==> config.mk <==
export PLATFORM = sky130hd
export DESIGN_NAME = jtc_tap_controller
export DESIGN_NICKNAME = d
export VERILOG_FILES = /design/src/hdl/jtc_tck_sync.v /design/src/hdl/jtc_tap_controller.v
export VERILOG_INCLUDE_DIRS = /design/src /design/src/hdl
export SDC_FILE = /design/constraint.sdc
export NUM_CORES = 1
export LEC_CHECK = 0
export ABC_AREA = 0
export BUFFER_PORTS_ARGS = -buffer_cell sky130_fd_sc_hd__clkbuf_2
export CAP_MARGIN = 20
export CORE_ASPECT_RATIO = 0.75
export CORE_MARGIN = 8
export CORE_UTILIZATION = 50
export CTS_CLUSTER_SIZE = 25
export DETAILED_ROUTE_END_ITERATION = 10
export GPL_ROUTABILITY_DRIVEN = 0
export PLACE_DENSITY = 0.77
export SLEW_MARGIN = 0
export SYNTH_ARGS = -nofsm -noshare
export SYNTH_HDL_FRONTEND = slang
export SYNTH_SLANG_ARGS = --single-unit
==> constraint.sdc <==
create_clock -name clk -period 4.65 [get_ports clk]
set_input_delay 0.6975 -clock clk [delete_from_list [all_inputs] [get_ports clk]]
set_output_delay 0.6975 -clock clk [all_outputs]
set_load 0.02 [all_outputs]
==> src/hdl/jtc_defines.vh <==
// shared constants of the test access port controller
`ifndef JTC_DEFINES_VH
`define JTC_DEFINES_VH
// instruction chain length and instruction codes
`define JTC_IR_WIDTH 4
`define JTC_INS_EXTEST 4'h0
`define JTC_INS_INTEST 4'h1
`define JTC_INS_SAMPLE 4'h2
`define JTC_INS_DBG_ABORT 4'h8
`define JTC_INS_DBG_DPACC 4'ha
`define JTC_INS_DBG_APACC 4'hb
`define JTC_INS_IDCODE 4'he
`define JTC_INS_BYPASS 4'hf
// value captured into the instruction chain, two low bits fixed at 01
`define JTC_IR_CAPTURE 4'h1
// consecutive tms-high edges that force test-logic-reset
`define JTC_RESET_TMS_EDGES 5
// port-mux code for the test function, and pad defaults after reset
`define JTC_PORT_MUX_CODE 4'h3
`define JTC_PAD_PULLUP_RESET 4'hf
`define JTC_PAD_PULLDOWN_RESET 4'h0
`define JTC_PAD_ALTFUNC_RESET 4'hf
// tap states, one-hot
`define JTC_ST_TLR 16'h0001
`define JTC_ST_RTI 16'h0002
`define JTC_ST_SELDR 16'h0004
`define JTC_ST_CAPDR 16'h0008
`define JTC_ST_SHDR 16'h0010
`define JTC_ST_EX1DR 16'h0020
`define JTC_ST_PAUDR 16'h0040
`define JTC_ST_EX2DR 16'h0080
`define JTC_ST_UPDR 16'h0100
`define JTC_ST_SELIR 16'h0200
`define JTC_ST_CAPIR 16'h0400
`define JTC_ST_SHIR 16'h0800
`define JTC_ST_EX1IR 16'h1000
`define JTC_ST_PAUIR 16'h2000
`define JTC_ST_EX2IR 16'h4000
`define JTC_ST_UPIR 16'h8000
`endif

==> src/hdl/jtc_tck_sync.v <==
// two-flop synchroniser and edge finder for the test clock and data pins
`timescale 1ns/100ps
module jtc_tck_sync
(
   input wire clk, // system clock
   input wire reset, // synchronous reset, active high
   input wire tckPin, // test clock pin
   input wire tmsPin, // mode select pin
   input wire tdiPin, // data in pin
   output reg tckRise, // one-cycle pulse on test clock rising edge
   output reg tckFall, // one-cycle pulse on test clock falling edge
   output reg tmsSync, // synchronised mode select
   output reg tdiSync // synchronised data in
);
   reg [2:0] meta_q;
   reg [2:0] sync_q;
   reg tckLast_q;
   // =====================================================
   // synchroniser
   // first stage feeds only the second stage; tms and tdi were settled
   // half a test clock before the rising edge, so sampling them alongside
   // the clock gives the value the host meant
   always @(posedge clk)
   begin
      if (reset)
      begin
         meta_q <= 3'h0;
         sync_q <= 3'h0;
         tckLast_q <= 1'b0;
         tckRise <= 1'b0;
         tckFall <= 1'b0;
         tmsSync <= 1'b1;
         tdiSync <= 1'b1;
      end
      else
      begin
         meta_q <= {tdiPin, tmsPin, tckPin};
         sync_q <= meta_q;
         tckLast_q <= sync_q[0];
         tckRise <= sync_q[0] & ~tckLast_q;
         tckFall <= ~sync_q[0] & tckLast_q;
         tmsSync <= sync_q[1];
         tdiSync <= sync_q[2];
      end
   end
endmodule

==> src/hdl/jtc_tap_controller.v <==
// test access port controller: tap state machine, chains, tdo mux, pad defaults
// How it works
// - tap state advances on tms sampled at each test clock rising edge.
// - tap state decides capture, shift and update of the selected chain.
// - tap state selects instruction chain or data chain per phase.
// - the updated instruction picks which data chain is used.
// - extest and intest act on held data; no data chain captures, shifts or updates.
// - unknown instruction codes decode as bypass so a path always exists.
// - pin setup resets on either reset; test logic only on power-on.
// - after reset, pull-ups on, pull-downs off, tdo output left undriven.
// - a stopped test clock leaves state and registers untouched.
// - five tms-high rising edges reach test-logic-reset from any state.
// - entering test-logic-reset restores all chains and registers to defaults.
// - tdi sampled on rising edge goes into the currently selected chain.
// - tdo changes on the falling test clock edge.
// - tdo is not driven unless shifting chain data out.
// - power-on reset forces the tap straight into test-logic-reset.
// - pins leave reset in test function, port-mux code three.
// - the instruction chain is four bits long.
// - bypass, idcode, sample/preload, extest and intest are supported.
// - tdo mux picks core debug output or own chain per instruction.
`timescale 1ns/100ps
`include "jtc_defines.vh"
module jtc_tap_controller
#(
   parameter BSR_LEN = 8, // boundary chain length
   parameter [31:0] ID_VALUE = 32'h00000001 // identity code, arbitrary value
)
(
   input wire clk, // system clock, 250 MHz
   input wire reset, // power-on reset, synchronous, active high
   input wire extResetN, // external reset pin, active low
   input wire tckPin, // test clock pin
   input wire tmsPin, // mode select pin
   input wire tdiPin, // data in pin
   input wire coreTdo, // core debug controller data out
   input wire [BSR_LEN-1:0] pinSample, // pin levels seen by the boundary chain
   output reg tdoOut, // data out level
   output reg tdoOe, // data out driver enable
   output reg coreSelect, // high while a core debug instruction is loaded
   output reg [BSR_LEN-1:0] bsrUpdate, // boundary update register
   output reg extestActive, // boundary drives pins
   output reg intestActive, // boundary drives core
   output reg [3:0] pullUpEn, // pad pull-ups, tck tms tdi tdo
   output reg [3:0] pullDownEn, // pad pull-downs
   output reg [3:0] alternate_function_select_bit, // pads on test function
   output reg [3:0] port_mux_code_field, // mux code of test pads
   output reg [15:0] tapState // tap state, one-hot
);
   // state codes are one-hot, so each state test is a single flop
   localparam ST_TLR = `JTC_ST_TLR;
   localparam ST_RTI = `JTC_ST_RTI;
   localparam ST_SELDR = `JTC_ST_SELDR;
   localparam ST_CAPDR = `JTC_ST_CAPDR;
   localparam ST_SHDR = `JTC_ST_SHDR;
   localparam ST_EX1DR = `JTC_ST_EX1DR;
   localparam ST_PAUDR = `JTC_ST_PAUDR;
   localparam ST_EX2DR = `JTC_ST_EX2DR;
   localparam ST_UPDR = `JTC_ST_UPDR;
   localparam ST_SELIR = `JTC_ST_SELIR;
   localparam ST_CAPIR = `JTC_ST_CAPIR;
   localparam ST_SHIR = `JTC_ST_SHIR;
   localparam ST_EX1IR = `JTC_ST_EX1IR;
   localparam ST_PAUIR = `JTC_ST_PAUIR;
   localparam ST_EX2IR = `JTC_ST_EX2IR;
   localparam ST_UPIR = `JTC_ST_UPIR;
   localparam IRW = `JTC_IR_WIDTH;

   // edge pulses and synchronised pin levels from the pin front end
   wire tckRise;
   wire tckFall;
   wire tms;
   wire tdi;
   reg [1:0] rstMeta_q;
   reg [BSR_LEN-1:0] pinMeta_q;
   reg [BSR_LEN-1:0] pinSync_q;
   reg [15:0] state_d;
   reg [IRW-1:0] irShift_q;
   reg [IRW-1:0] irHold_q;
   reg [31:0] idShift_q;
   reg [BSR_LEN-1:0] bsrShift_q;
   reg bypass_q;
   reg [IRW-1:0] ins_d;
   reg selIr;
   reg chainOut;
   reg holdData;

   // =====================================================
   // pin synchroniser and test clock edge finder
   jtc_tck_sync u_sync
   (
      .clk(clk),
      .reset(reset),
      .tckPin(tckPin),
      .tmsPin(tmsPin),
      .tdiPin(tdiPin),
      .tckRise(tckRise),
      .tckFall(tckFall),
      .tmsSync(tms),
      .tdiSync(tdi)
   );

   // =====================================================
   // instruction decode
   // codes outside the known set fall back to bypass
   // core debug codes pass through, so the tdo mux can hand the pin over;
   // the list is explicit so a new code cannot slip past the bypass default
   always @*
   begin
      case (irHold_q)
         `JTC_INS_EXTEST, `JTC_INS_INTEST, `JTC_INS_SAMPLE, `JTC_INS_IDCODE,
         `JTC_INS_DBG_ABORT, `JTC_INS_DBG_DPACC, `JTC_INS_DBG_APACC:
            ins_d = irHold_q;
         default:
            ins_d = `JTC_INS_BYPASS;
      endcase
      // extest/intest work on held data, chains frozen
      holdData = (ins_d == `JTC_INS_EXTEST) || (ins_d == `JTC_INS_INTEST);
   end

   // =====================================================
   // tap next state
   // pause states let a host stall a long shift without losing bits
   always @*
   begin
      case (tapState)
         ST_TLR: state_d = tms ? ST_TLR : ST_RTI;
         ST_RTI: state_d = tms ? ST_SELDR : ST_RTI;
         ST_SELDR: state_d = tms ? ST_SELIR : ST_CAPDR;
         ST_CAPDR: state_d = tms ? ST_EX1DR : ST_SHDR;
         ST_SHDR: state_d = tms ? ST_EX1DR : ST_SHDR;
         ST_EX1DR: state_d = tms ? ST_UPDR : ST_PAUDR;
         ST_PAUDR: state_d = tms ? ST_EX2DR : ST_PAUDR;
         ST_EX2DR: state_d = tms ? ST_UPDR : ST_SHDR;
         ST_UPDR: state_d = tms ? ST_SELDR : ST_RTI;
         ST_SELIR: state_d = tms ? ST_TLR : ST_CAPIR;
         ST_CAPIR: state_d = tms ? ST_EX1IR : ST_SHIR;
         ST_SHIR: state_d = tms ? ST_EX1IR : ST_SHIR;
         ST_EX1IR: state_d = tms ? ST_UPIR : ST_PAUIR;
         ST_PAUIR: state_d = tms ? ST_EX2IR : ST_PAUIR;
         ST_EX2IR: state_d = tms ? ST_UPIR : ST_SHIR;
         ST_UPIR: state_d = tms ? ST_SELDR : ST_RTI;
         default: state_d = ST_TLR;
      endcase
   end

   // =====================================================
   // external reset pin synchroniser, feeds pad setup only
   // the pin falls at any time, so only the second flop is ever read
   always @(posedge clk)
   begin
      if (reset)
         rstMeta_q <= 2'h0;
      else
         rstMeta_q <= {rstMeta_q[0], ~extResetN};
   end

   // =====================================================
   // boundary sample synchroniser
   // pin levels come from outside the clock domain; two flops before capture,
   // costing two system clocks that a test clock period easily hides
   always @(posedge clk)
   begin
      pinMeta_q <= pinSample;
      pinSync_q <= pinMeta_q;
   end

   // =====================================================
   // pad configuration, reset by either source
   // there is no write path, so the setup only ever holds its reset values;
   // the tap is left out on purpose, since only power-on may touch it
   always @(posedge clk)
   begin
      if (reset || rstMeta_q[1])
      begin
         pullUpEn <= `JTC_PAD_PULLUP_RESET;
         pullDownEn <= `JTC_PAD_PULLDOWN_RESET;
         alternate_function_select_bit <= `JTC_PAD_ALTFUNC_RESET;
         port_mux_code_field <= `JTC_PORT_MUX_CODE;
      end
   end

   // =====================================================
   // tap state and chains, power-on reset only, move only on a tck rise
   // nothing here changes without a rising edge, so a parked clock holds all
   // limitation: tck phases shorter than one system clock can be missed
   always @(posedge clk)
   begin
      if (reset)
      begin
         tapState <= ST_TLR;
         irShift_q <= `JTC_IR_CAPTURE;
         irHold_q <= `JTC_INS_IDCODE;
         idShift_q <= 32'h00000000;
         bsrShift_q <= {BSR_LEN{1'b0}};
         bsrUpdate <= {BSR_LEN{1'b0}};
         bypass_q <= 1'b0;
      end
      else if (tckRise)
      begin
         tapState <= state_d;
         // defaults land on the rise that enters test-logic-reset, and again
         // on every rise while parked there; no other branch can fire then
         if (state_d == ST_TLR)
         begin
            irHold_q <= `JTC_INS_IDCODE;
            irShift_q <= `JTC_IR_CAPTURE;
            idShift_q <= 32'h00000000;
            bsrShift_q <= {BSR_LEN{1'b0}};
            bsrUpdate <= {BSR_LEN{1'b0}};
            bypass_q <= 1'b0;
         end
         // instruction path
         // the ir chain always shifts, even while extest or intest holds the data
         if (tapState == ST_CAPIR)
            irShift_q <= `JTC_IR_CAPTURE;
         if (tapState == ST_SHIR)
            irShift_q <= {tdi, irShift_q[IRW-1:1]};
         if (tapState == ST_UPIR)
            irHold_q <= irShift_q;
         // data path, chain chosen by instruction
         if (!holdData)
         begin
            case (ins_d)
               `JTC_INS_IDCODE:
               begin
                  if (tapState == ST_CAPDR)
                     idShift_q <= ID_VALUE;
                  else if (tapState == ST_SHDR)
                     idShift_q <= {tdi, idShift_q[31:1]};
               end
               `JTC_INS_SAMPLE:
               begin
                  if (tapState == ST_CAPDR)
                     bsrShift_q <= pinSync_q;
                  else if (tapState == ST_SHDR)
                     bsrShift_q <= {tdi, bsrShift_q[BSR_LEN-1:1]};
                  else if (tapState == ST_UPDR)
                     bsrUpdate <= bsrShift_q;
               end
               default:
               begin
                  if (tapState == ST_CAPDR)
                     bypass_q <= 1'b0;
                  else if (tapState == ST_SHDR)
                     bypass_q <= tdi;
               end
            endcase
         end
      end
   end

   // =====================================================
   // serial output selection
   // the instruction chain wins in shift-ir, else the decoded data chain
   always @*
   begin
      selIr = (tapState == ST_SHIR);
      case (ins_d)
         `JTC_INS_IDCODE: chainOut = idShift_q[0];
         `JTC_INS_SAMPLE: chainOut = bsrShift_q[0];
         default: chainOut = bypass_q;
      endcase
      if (selIr)
         chainOut = irShift_q[0];
   end

   // =====================================================
   // tdo pin, updated only on the falling tck edge so a downstream part
   // samples a settled value on the next rise
   // the enable drops at the first fall after a shift state is left;
   // core debug codes hand the pin to the core everywhere but shift-ir
   always @(posedge clk)
   begin
      if (reset)
      begin
         tdoOut <= 1'b1;
         tdoOe <= 1'b0;
         coreSelect <= 1'b0;
         extestActive <= 1'b0;
         intestActive <= 1'b0;
      end
      else
      begin
         extestActive <= (ins_d == `JTC_INS_EXTEST);
         intestActive <= (ins_d == `JTC_INS_INTEST);
         if (tckFall)
         begin
            coreSelect <= (ins_d == `JTC_INS_DBG_ABORT) ||
               (ins_d == `JTC_INS_DBG_DPACC) || (ins_d == `JTC_INS_DBG_APACC);
            tdoOe <= selIr || (tapState == ST_SHDR && !holdData);
            if (!selIr && ((ins_d == `JTC_INS_DBG_ABORT) ||
               (ins_d == `JTC_INS_DBG_DPACC) || (ins_d == `JTC_INS_DBG_APACC)))
               tdoOut <= coreTdo;
            else
               tdoOut <= chainOut;
         end
      end
   end
endmodule

[After elaboration in Yosys (flattened, before gate mapping)]
Index checks and enable logic that the tools add are counted.
Word-level totals
  logic and storage cells: 116
  ROM bits: 0
  output and inout port bits: 45
  register bits after elaboration: 105
  input port bits: 15
  RAM bits: 0
  memories kept: 0
  latch bits: 0
Cells by class
  div/mod/pow operators: 0
  reductions and logical operators: 19
  multipliers: 0
  eq/ne operators: 29
  order comparisons: 0
  muxes and demuxes: 43
  shifts and indexed selects: 0
  bitwise operators: 4
  add/subtract/negate cells: 0
Operators by type and width (number)
  $pmux W16 S12: 1
  $mux W32: 5
  $mux W8: 12
  $eq A16 B1 Y1 const B: 2
  $eq A4 B4 Y1 const B: 8
  $mux W16: 2
  $mux W4: 6
  $mux W9: 2
  $eq A16 B10 Y1 const B: 1
  $eq A16 B11 Y1 const B: 1
  $eq A16 B12 Y1 const B: 1
  $eq A16 B13 Y1 const B: 1
  $eq A16 B14 Y1 const B: 1
  $eq A16 B15 Y1 const B: 1
  $eq A16 B16 Y1 const B: 1
  $eq A16 B2 Y1 const B: 1
  $eq A16 B3 Y1 const B: 1
  $eq A16 B4 Y1 const B: 1
  $eq A16 B5 Y1 const B: 1
  $eq A16 B6 Y1 const B: 1
  $eq A16 B7 Y1 const B: 1
  $eq A16 B8 Y1 const B: 1
  $eq A16 B9 Y1 const B: 1
  $mux W15: 1
  22 further kinds: 41

[Longest topological paths before layout]
Gate-level depths: netlist of run 1.
  depth in word-level cells: 10
  depth in mapped cells: 9

[By module]
From an unflattened synthesis of run 1, not the netlist that was laid out.
Unflattened totals
  cells, all modules: 582
  area, all modules: 4885.9 um^2
Modules (own cells, without submodules)
  jtc_tap_controller: cells an instance 559, instances 1, area each 4583.1 um^2, sequential area each 1881.8 um^2
  jtc_tck_sync: cells an instance 23, instances 1, area each 302.8 um^2, sequential area each 220.2 um^2

[Worst setup path after synthesis of run 1]
No wires, ideal clock.
  kind: reg-to-reg
  from: register tapState[14]
  to: register idShift_q[24]
  cell stages (with the launch flop): 9
  library setup time: 117 ps
  path slack: 2308 ps
  clock period less this slack: 2342 ps
  arrival: 2225 ps
  path through: dfxtp_1 > buf_2 > xor2_1 > mux2i_1 > nor3_1 > or4_1 > o311a_4 > buf_6 > a32o_1
On the way
  cells in the longest elaborated chain, start to end: 9
  elaborated cells on any way between the ends: 26
RTL lines
  from (decl): line jtc_tap_controller.v:48  | output reg [15:0] tapState
  from (signal assigned): line jtc_tap_controller.v:201  | tapState <= state_d;
  $eq A16 B16 Y1, or another cell as far along: line jtc_tap_controller.v:126  | case (tapState)
  $reduce_or A3 Y1 (no line) or $reduce_or A2 Y1 (tied branches)
  $pmux W16 S12: line jtc_tap_controller.v:126
  $eq A16 B1 Y1: line jtc_tap_controller.v:204  | if (state_d == ST_TLR)
  $mux W32: line jtc_tap_controller.v:204
  $mux W32: line jtc_tap_controller.v:229  | else if (tapState == ST_SHDR)
  $mux W32: line jtc_tap_controller.v:227  | if (tapState == ST_CAPDR)
  $mux W32: line jtc_tap_controller.v:224  | case (ins_d)
  $mux W32 (*): line jtc_tap_controller.v:222  | if (!holdData)
  to (signal assigned): line jtc_tap_controller.v:230  | idShift_q <= {tdi, idShift_q[31:1]};
  to (decl): line jtc_tap_controller.v:80  | reg [31:0] idShift_q;
Every way passes the cells marked *; elsewhere a longest branch is shown, timed or not.
A chain may end at the register's enable or synchronous reset.

[Worst setup path after layout of run 1]
  from: register tapState[8]
  to: register idShift_q[14]
Same word-level chain as after synthesis.

==> results.py, run 1 <==
metrics = {
    "worst_setup_path": {
        "reg2reg_to": "idShift_q[14]",
        "path_buf_inv": 1,
        "rrSetupSlack_ps": 1700,
        "worstSetupPathType": "reg -> reg",
        "critPathRequiredTime_ps": 4900,
        "critPathArrivalTime_ps": 3190,
        "r2r_start": "tapState[8]",
        "reg2reg_depth": 6,
        "cp-end-kind": "flop",
        "slowest_delay_ps": 730,
        "crit_chain": "nor4_4 -> nand4_2 -> nor3b_4 -> buf_4 -> o21ai_0 -> a32o_1",
        "cp_max_fo": 24,
        "critPathTopFamily": "simple AND/OR/NAND/NOR gates",
        "slowest_stage": "nor3b_4",
        "startpoint_type": "flop",
    },
    "power_and_ir_drop": {
        "power_switching_share": 0.252,
        "p_per_area_nw_per_um2": 313,
        "p_switching_uw": 442,
        "combPwrFrac": 0.044,
        "pwr-share-clk": 0.434,
        "power.share.sequential": 0.522,
        "p_int_uw": 1310,
        "peakVddDrop_v": 0.000208,
        "power.leakage_uw": 0.00211,
    },
    "run": {
        "maxCapViolations": 0,
    },
    "die": {
        "row_count": 32,
        "dieArea_sq_um": 13800,
        "io_pins": 60,
        "initial_core_util": 0.506,
        "die-width_um": 133,
        "die_y_um": 104,
        "placeableCoreArea_sq_um": 10200,
    },
    "run_status": {
        "status": "completed",
    },
    "drt": {
        "vias_per_cell": 6.27,
        "drc": 0,
        "first_iter_violations": 443,
        "drt-met1-wl_um": 5730,
        "wl_per_cell_um": 17.7,
        "first_pass_iters": 5,
        "wl_um": 12500,
        "top_layer_used": "met4",
        "ant_nets": 0,
        "vias": 4430,
        "wl_met3_um": 880,
        "met2_length_um": 5770,
    },
    "sta": {
        "finalHoldViolCount": 0,
        "worstMarginPinSlew_ps": 1050,
        "finalCriticalPeriod_ps": 2950,
        "slew_viol_final": 0,
        "relSlewSlack": 0.302,
        "tns_ps": 0,
        "rsz0062_at_grt": "false",
        "setup_viol": 0,
        "fin_crit_sh": 0.633,
        "clock_skew_ps": 8.90,
        "fmax_mhz": 340,
    },
    "synth": {
        "syn_area_per_cell_sq_um": 9.18,
        "synth_flop_cell": "dfxtp_1",
        "synth_top_area_frac": 0.408,
        "synth_edf_count": 0,
        "async_flop_share": 0,
        "yosysMostFrequentCell": "dfxtp_1",
        "yosys.area.top_type": "dfxtp_1",
        "synth_common_cells": "dfxtp_1 (105), nor2_1 (52), clkbuf_1 (33), a22o_1 (30), a32o_1 (29)",
        "synthTopCellsByArea": "dfxtp_1 (41%), a32o_1 (5.6%), a22o_1 (5.1%), nor2_1 (3.8%), a32oi_1 (3.1%)",
        "ys_ff_latch": 105,
        "yosysUniqueCellTypes": 69,
        "ys_seq_area_frac": 0.408,
        "yosysWarnings": 0,
        "syn_area_sq_um": 5150,
        "synthCells": 561,
    },
    "final_layout": {
        "drive_gt1_frac": 0.166,
        "syn2layout_area_growth_pct": 9.04,
        "fin_area_sq_um": 5620,
        "num_antenna_cells": 0,
        "nFillCells": 910,
        "final_nets": 581,
    },
    "hold_path": {
        "hold_start": "pinMeta_q[4]",
        "hold-path-cell-count": 0,
        "hold_class": "reg -> reg",
        "whs_endpoint": "pinSync_q[4]",
    },
    "clocking": {
        "cts.sinks": 105,
        "post_cts_buffers": 0,
        "cts-resized-gates": 0,
        "path_clk_slew_ps": 80,
        "clock_path_buffers": 2,
        "root_buffer": "clkbuf_16",
        "cts_tree": "done",
        "cts_hold_buf": 0,
        "numCtsBuffers": 9,
        "htreeDepth": 3,
        "clk_latency_ps": 350,
    },
    "place": {
        "dpl_cell_area_sq_um": 5260,
        "portBuffers": 42,
        "hpwl_um": 7940,
    },
    "global_route": {
        "grt_pass1_wl_um": 20900,
        "overflow": 0,
        "antenna_found_initial": 0,
        "track_usage": 0.179,
        "grt_pass1_vias": 4070,
        "grt_max_degree": 71,
    },
}
==> worst max path at each step <==
stage	startpoint	endpoint	slack (ps)	depth (start not counted)
finish	tapState[8]	idShift_q[14]	1700	6
global route	tapState[12]	idShift_q[17]	1530	6
CTS	tapState[14]	bsrShift_q[2]	1630	6
detailed placement	tapState[14]	bsrShift_q[6]	1640	6
global placement	tapState[14]	bsrShift_q[3]	1770	6
floorplan	tapState[14]	idShift_q[24]	2310	8
==> per-stage QoR <==
step	hold WS [ps]	util	cells	power, uW	setup WS, ps
6_report	327	0.552	707	1760	1700
5_1_grt	335	0.552	707	1820	1530
4_1_cts	330	0.547	704	1760	1630
3_5_place_dp	312	0.517	688	1010	1640
3_3_place_gp	311	0.517	688	1010	1770
2_1_floorplan	310	-	575	1010	2310
==> metal layers <==
metal	vias up	GRT usage
li1	2121	-
met5	-	0
met3	14	0.0516
met4	0	0.0544
met1	2142	0.241
met2	153	0.270
==> state kept, by name, summed over array words and instances, names as in the netlist, 4 cells and up <==
register,flops
bsrShift_q,8
bsrUpdate,8
idShift_q,32
irHold_q,4
irShift_q,4
pinMeta_q,8
pinSync_q,8
tapState,16
==> logic make-up (layout without fill, tap and decap cells) <==
group / after synthesis / count (layout) / share of synthesized area
flops: 105 / 105 / 0.408
compound gates: 179 / 179 / 0.278
buf+inv: 94 / 90 / 0.0904
mux: 10 / 10 / 0.0214
simple gates: 163 / 163 / 0.187
xor+xnor: 8 / 8 / 0.0136
other cells: 2 / 16 / 0.00146
==> power by group through the flow <==
stage          clock network [uW]  registers, uW  logic (uW)
2_1_floorplan                   0            936        71.2
3_3_place_gp                    0            938        70.6
3_5_place_dp                    0            938        72.7
4_1_cts                       773            917        72.9
5_1_grt                       815            918        83.3
6_report                      762            917        77.1
==> area by class of cell <==
cell class / instances / area, sq um / area share
Sequential cell: 105 / 2100 / 0.374
Timing Repair Buffer: 51 / 305 / 0.0544
Clock inverter: 7 / 78.8 / 0.0140
Tap cell: 136 / 170 / 0.0303
Multi-Input combinational cell: 376 / 2650 / 0.471
Clock buffer: 9 / 225 / 0.0401
Inverter: 23 / 86.3 / 0.0154
==> layout by cell type, fill, tap and decap left out, types with 3 or more instances in the layout <==
cell,count
o41ai_1,15
inv_1,21
nand2_1,16
xnor2_1,4
nor3_1,21
inv_6,3
and3_1,4
clkbuf_2,42
buf_4,6
clkbuf_16,9
nor4_1,7
or2_2,3
nand2b_1,5
a32oi_1,18
a31o_1,3
a22o_1,30
nor2_1,52
and4_1,3
a22oi_1,5
nand4b_1,4
a31oi_1,3
o21ai_1,11
o21ai_0,28
a32o_1,29
mux2_1,7
a221oi_1,3
o41ai_2,6
conb_1,16
xor2_1,4
a21oi_1,17
nand3b_1,3
nand3_1,6
dfxtp_1,105
nor2b_1,9
nand4_1,4
(Power assumes the default switching activity.)
==> run 2: changes to the inputs <==
--- a/config.mk
+++ b/config.mk
@@ -6,7 +6,7 @@
 export SDC_FILE = /design/constraint.sdc
 export NUM_CORES = 1
 export LEC_CHECK = 0
-export ABC_AREA = 0
+export ABC_AREA = 1
 export BUFFER_PORTS_ARGS = -buffer_cell sky130_fd_sc_hd__clkbuf_2
 export CAP_MARGIN = 20
 export CORE_ASPECT_RATIO = 0.75
==> constraint.sdc (replaced) <==
create_clock -name clk -period 2.71 [get_ports clk]
set_input_delay 0.4065 -clock clk [delete_from_list [all_inputs] [get_ports clk]]
set_output_delay 0.4065 -clock clk [all_outputs]
set_load 0.02 [all_outputs]
==> results.py, run 2 <==
metrics = {
    "final_layout": {
        "layout_common_cells": "nand2_1 (140), nor2_1 (121), dfxtp_1 (104), nand3_1 (74), a21oi_1 (70)",
        "drive_gt1_frac": 0.142,
        "largest_register": "idShift_q",
        "num_antenna_cells": 0,
        "final_common_cell": "nand2_1",
        "top_regs": "idShift_q: 32 flops, tapState: 16 flops",
        "nFillCells": 961,
        "syn2layout_area_growth_pct": 10.4,
        "largest_register_ffs": 32,
        "final_nets": 791,
    },
    "hold_path": {
        "hold_class": "in -> reg",
    },
    "clocking": {
        "post_cts_buffers": 0,
        "cts_hold_buf": 0,
        "cts.sinks": 105,
        "path_clk_slew_ps": 70,
        "cts-resized-gates": 0,
        "cts_tree": "done",
        "clock_path_buffers": 2,
        "numCtsBuffers": 9,
        "htreeDepth": 3,
        "clk_latency_ps": 360,
        "root_buffer": "clkbuf_16",
    },
    "sta": {
        "fin_crit_sh": 0.892,
        "rsz0062_at_grt": "false",
        "clock_skew_ps": 6.63,
        "setup_viol": 0,
        "finalCriticalPeriod_ps": 2420,
        "tns_ps": 0,
        "finalHoldViolCount": 0,
        "relSlewSlack": 0.533,
        "fmax_mhz": 414,
        "slew_viol_final": 0,
        "worstMarginPinSlew_ps": 701,
        "setup_ws_ps": 294,
    },
    "global_route": {
        "met3_usage": 0.0516,
        "grt_pass1_vias": 4786,
        "grt_max_degree": 70,
        "overflow": 0,
        "grt_pass1_wl_um": 22500,
        "met1_usage": 0.238,
        "busiest_layer": "met2",
        "use_met2": 0.314,
        "antenna_found_initial": 0,
        "track_usage": 0.193,
    },
    "synth": {
        "syn_area_sq_um": 5200,
        "async_flop_share": 0,
        "syn_area_per_cell_sq_um": 6.91,
        "yosysWarnings": 0,
        "yosysUniqueCellTypes": 38,
        "ys_ff_latch": 105,
        "synthTopCellsByArea": "dfxtp_1 (40%), nand2_1 (10%), nor2_1 (8.7%), nand3_1 (7.1%), a21oi_1 (6.7%)",
        "synth_edf_count": 0,
        "synth_top_area_frac": 0.404,
        "synth_flop_cell": "dfxtp_1",
        "yosysMostFrequentCell": "nand2_1",
        "synthCells": 753,
        "yosys.area.top_type": "dfxtp_1",
        "synth_common_cells": "nand2_1 (140), nor2_1 (121), dfxtp_1 (105), nand3_1 (74), a21oi_1 (70)",
        "ys_seq_area_frac": 0.404,
    },
    "die": {
        "io_pins": 60,
        "initial_core_util": 0.510,
        "placeableCoreArea_sq_um": 10200,
        "die-width_um": 134,
        "die_y_um": 104,
        "dieArea_sq_um": 14000,
        "row_count": 32,
    },
    "run": {
        "maxCapViolations": 0,
    },
    "drt": {
        "wl_per_cell_um": 14.5,
        "drc": 0,
        "vias_per_cell": 5.44,
        "wl_um": 13300,
        "first_iter_violations": 479,
        "vias": 4988,
        "first_pass_iters": 5,
        "ant_nets": 0,
    },
    "place": {
        "portBuffers": 42,
        "hpwl_um": 8770,
        "dpl_worst_slack_ps": 335,
    },
    "worst_setup_path": {
        "critPathRequiredTime_ps": 3000,
        "slowest_stage": "nor2_2",
        "slowest_delay_ps": 430,
        "cp_max_fo": 12,
        "path_buf_inv": 1,
        "critPathTopFamily": "simple AND/OR/NAND/NOR gates",
        "rrSetupSlack_ps": 290,
        "cp_common_cell": "nand2_1",
        "crit_chain": "nor2_1 -> nand2_1 -> nor2_2 -> nand2_1 -> nand3_2 -> nor2_1 -> nand2_4 -> buf_4 -> nand3_1 -> nand2_1 -> nand2_1 -> a21oi_1",
        "startpoint_type": "flop",
        "worstSetupPathType": "reg -> reg",
        "cp-end-kind": "flop",
        "critPathArrivalTime_ps": 2700,
    },
    "power_and_ir_drop": {
        "p_per_area_nw_per_um2": 594,
        "peakVddDrop_v": 0.000473,
        "power.leakage_uw": 0.00267,
    },
    "run_status": {
        "status": "completed",
    },
}
-- run 2: changes by cell type after synthesis, moves of 10 or more --
cell | before | now
a21oi_1 | 17 | 70
a22o_1 | 30 | 0
a32o_1 | 29 | 0
a32oi_1 | 18 | 0
inv_1 | 22 | 56
nand2_1 | 16 | 140
nand3_1 | 6 | 74
nor2_1 | 52 | 121
nor3_1 | 21 | 7
o21ai_0 | 28 | 43
o21ai_1 | 11 | 1
o31ai_1 | 0 | 13
o41ai_1 | 15 | 0
-- run 2: stage by stage --
stage | utilization | hold slack, ps | cell area [sq um] | total power [uW] | instances
final | 0.563 | 148 | 5740 | 3410 | 917
after detailed placement | 0.532 | 312 | 5430 | 2080 | 901
after CTS | 0.563 | 141 | 5740 | 3420 | 917
after global placement | 0.532 | 311 | 5430 | 2060 | 901
after global routing | 0.563 | 142 | 5740 | 3540 | 917
after floorplan | - | 310 | 5260 | 2000 | 767
-- run 2: final timing paths --
check / from / to / cells past startpoint
max: tapState[0] / idShift_q[4] / 12
min: pinSample[0] / pinMeta_q[0] / 1
max reg2reg: tapState[0] / idShift_q[4] / 12
min reg2reg: pinMeta_q[5] / pinSync_q[5] / 0
-- run 2: cell type report --
type / count / area (sq um) / area share
multi-input cells: 539 / 2600 / 0.452
flip-flops and latches: 105 / 2100 / 0.366
repair buffers: 56 / 315 / 0.0549
inverters: 65 / 246 / 0.0429
clock buffers: 9 / 225 / 0.0392
well taps: 136 / 170 / 0.0296
clock inverters: 7 / 85.1 / 0.0148
-- run 2: cell families after synthesis --
kind of cell | count (synthesis) | share of synthesized area
flip-flops | 105 | 0.404
buffers and inverters | 123 | 0.107
other | 2 | 0.00144
AND/OR/NAND/NOR | 372 | 0.318
multiplexers | 7 | 0.0151
XOR/XNOR | 1 | 0.00168
AO/OA/AOI/OAI | 143 | 0.153
-- run 2: report_power, final --
part | switching [uW] | internal (uW) | total, uW
logic | 325 | 115 | 440
registers | 29.5 | 1580 | 1610
clock network | 624 | 736 | 1360
-- run 2: layer usage --
layer / wire (um) / vias to the layer above
met3: 1120 / 18
met1: 5860 / 2296
met4: 183 / 0
met2: 6160 / 192
li1: - / 2482
met5: 0 / -
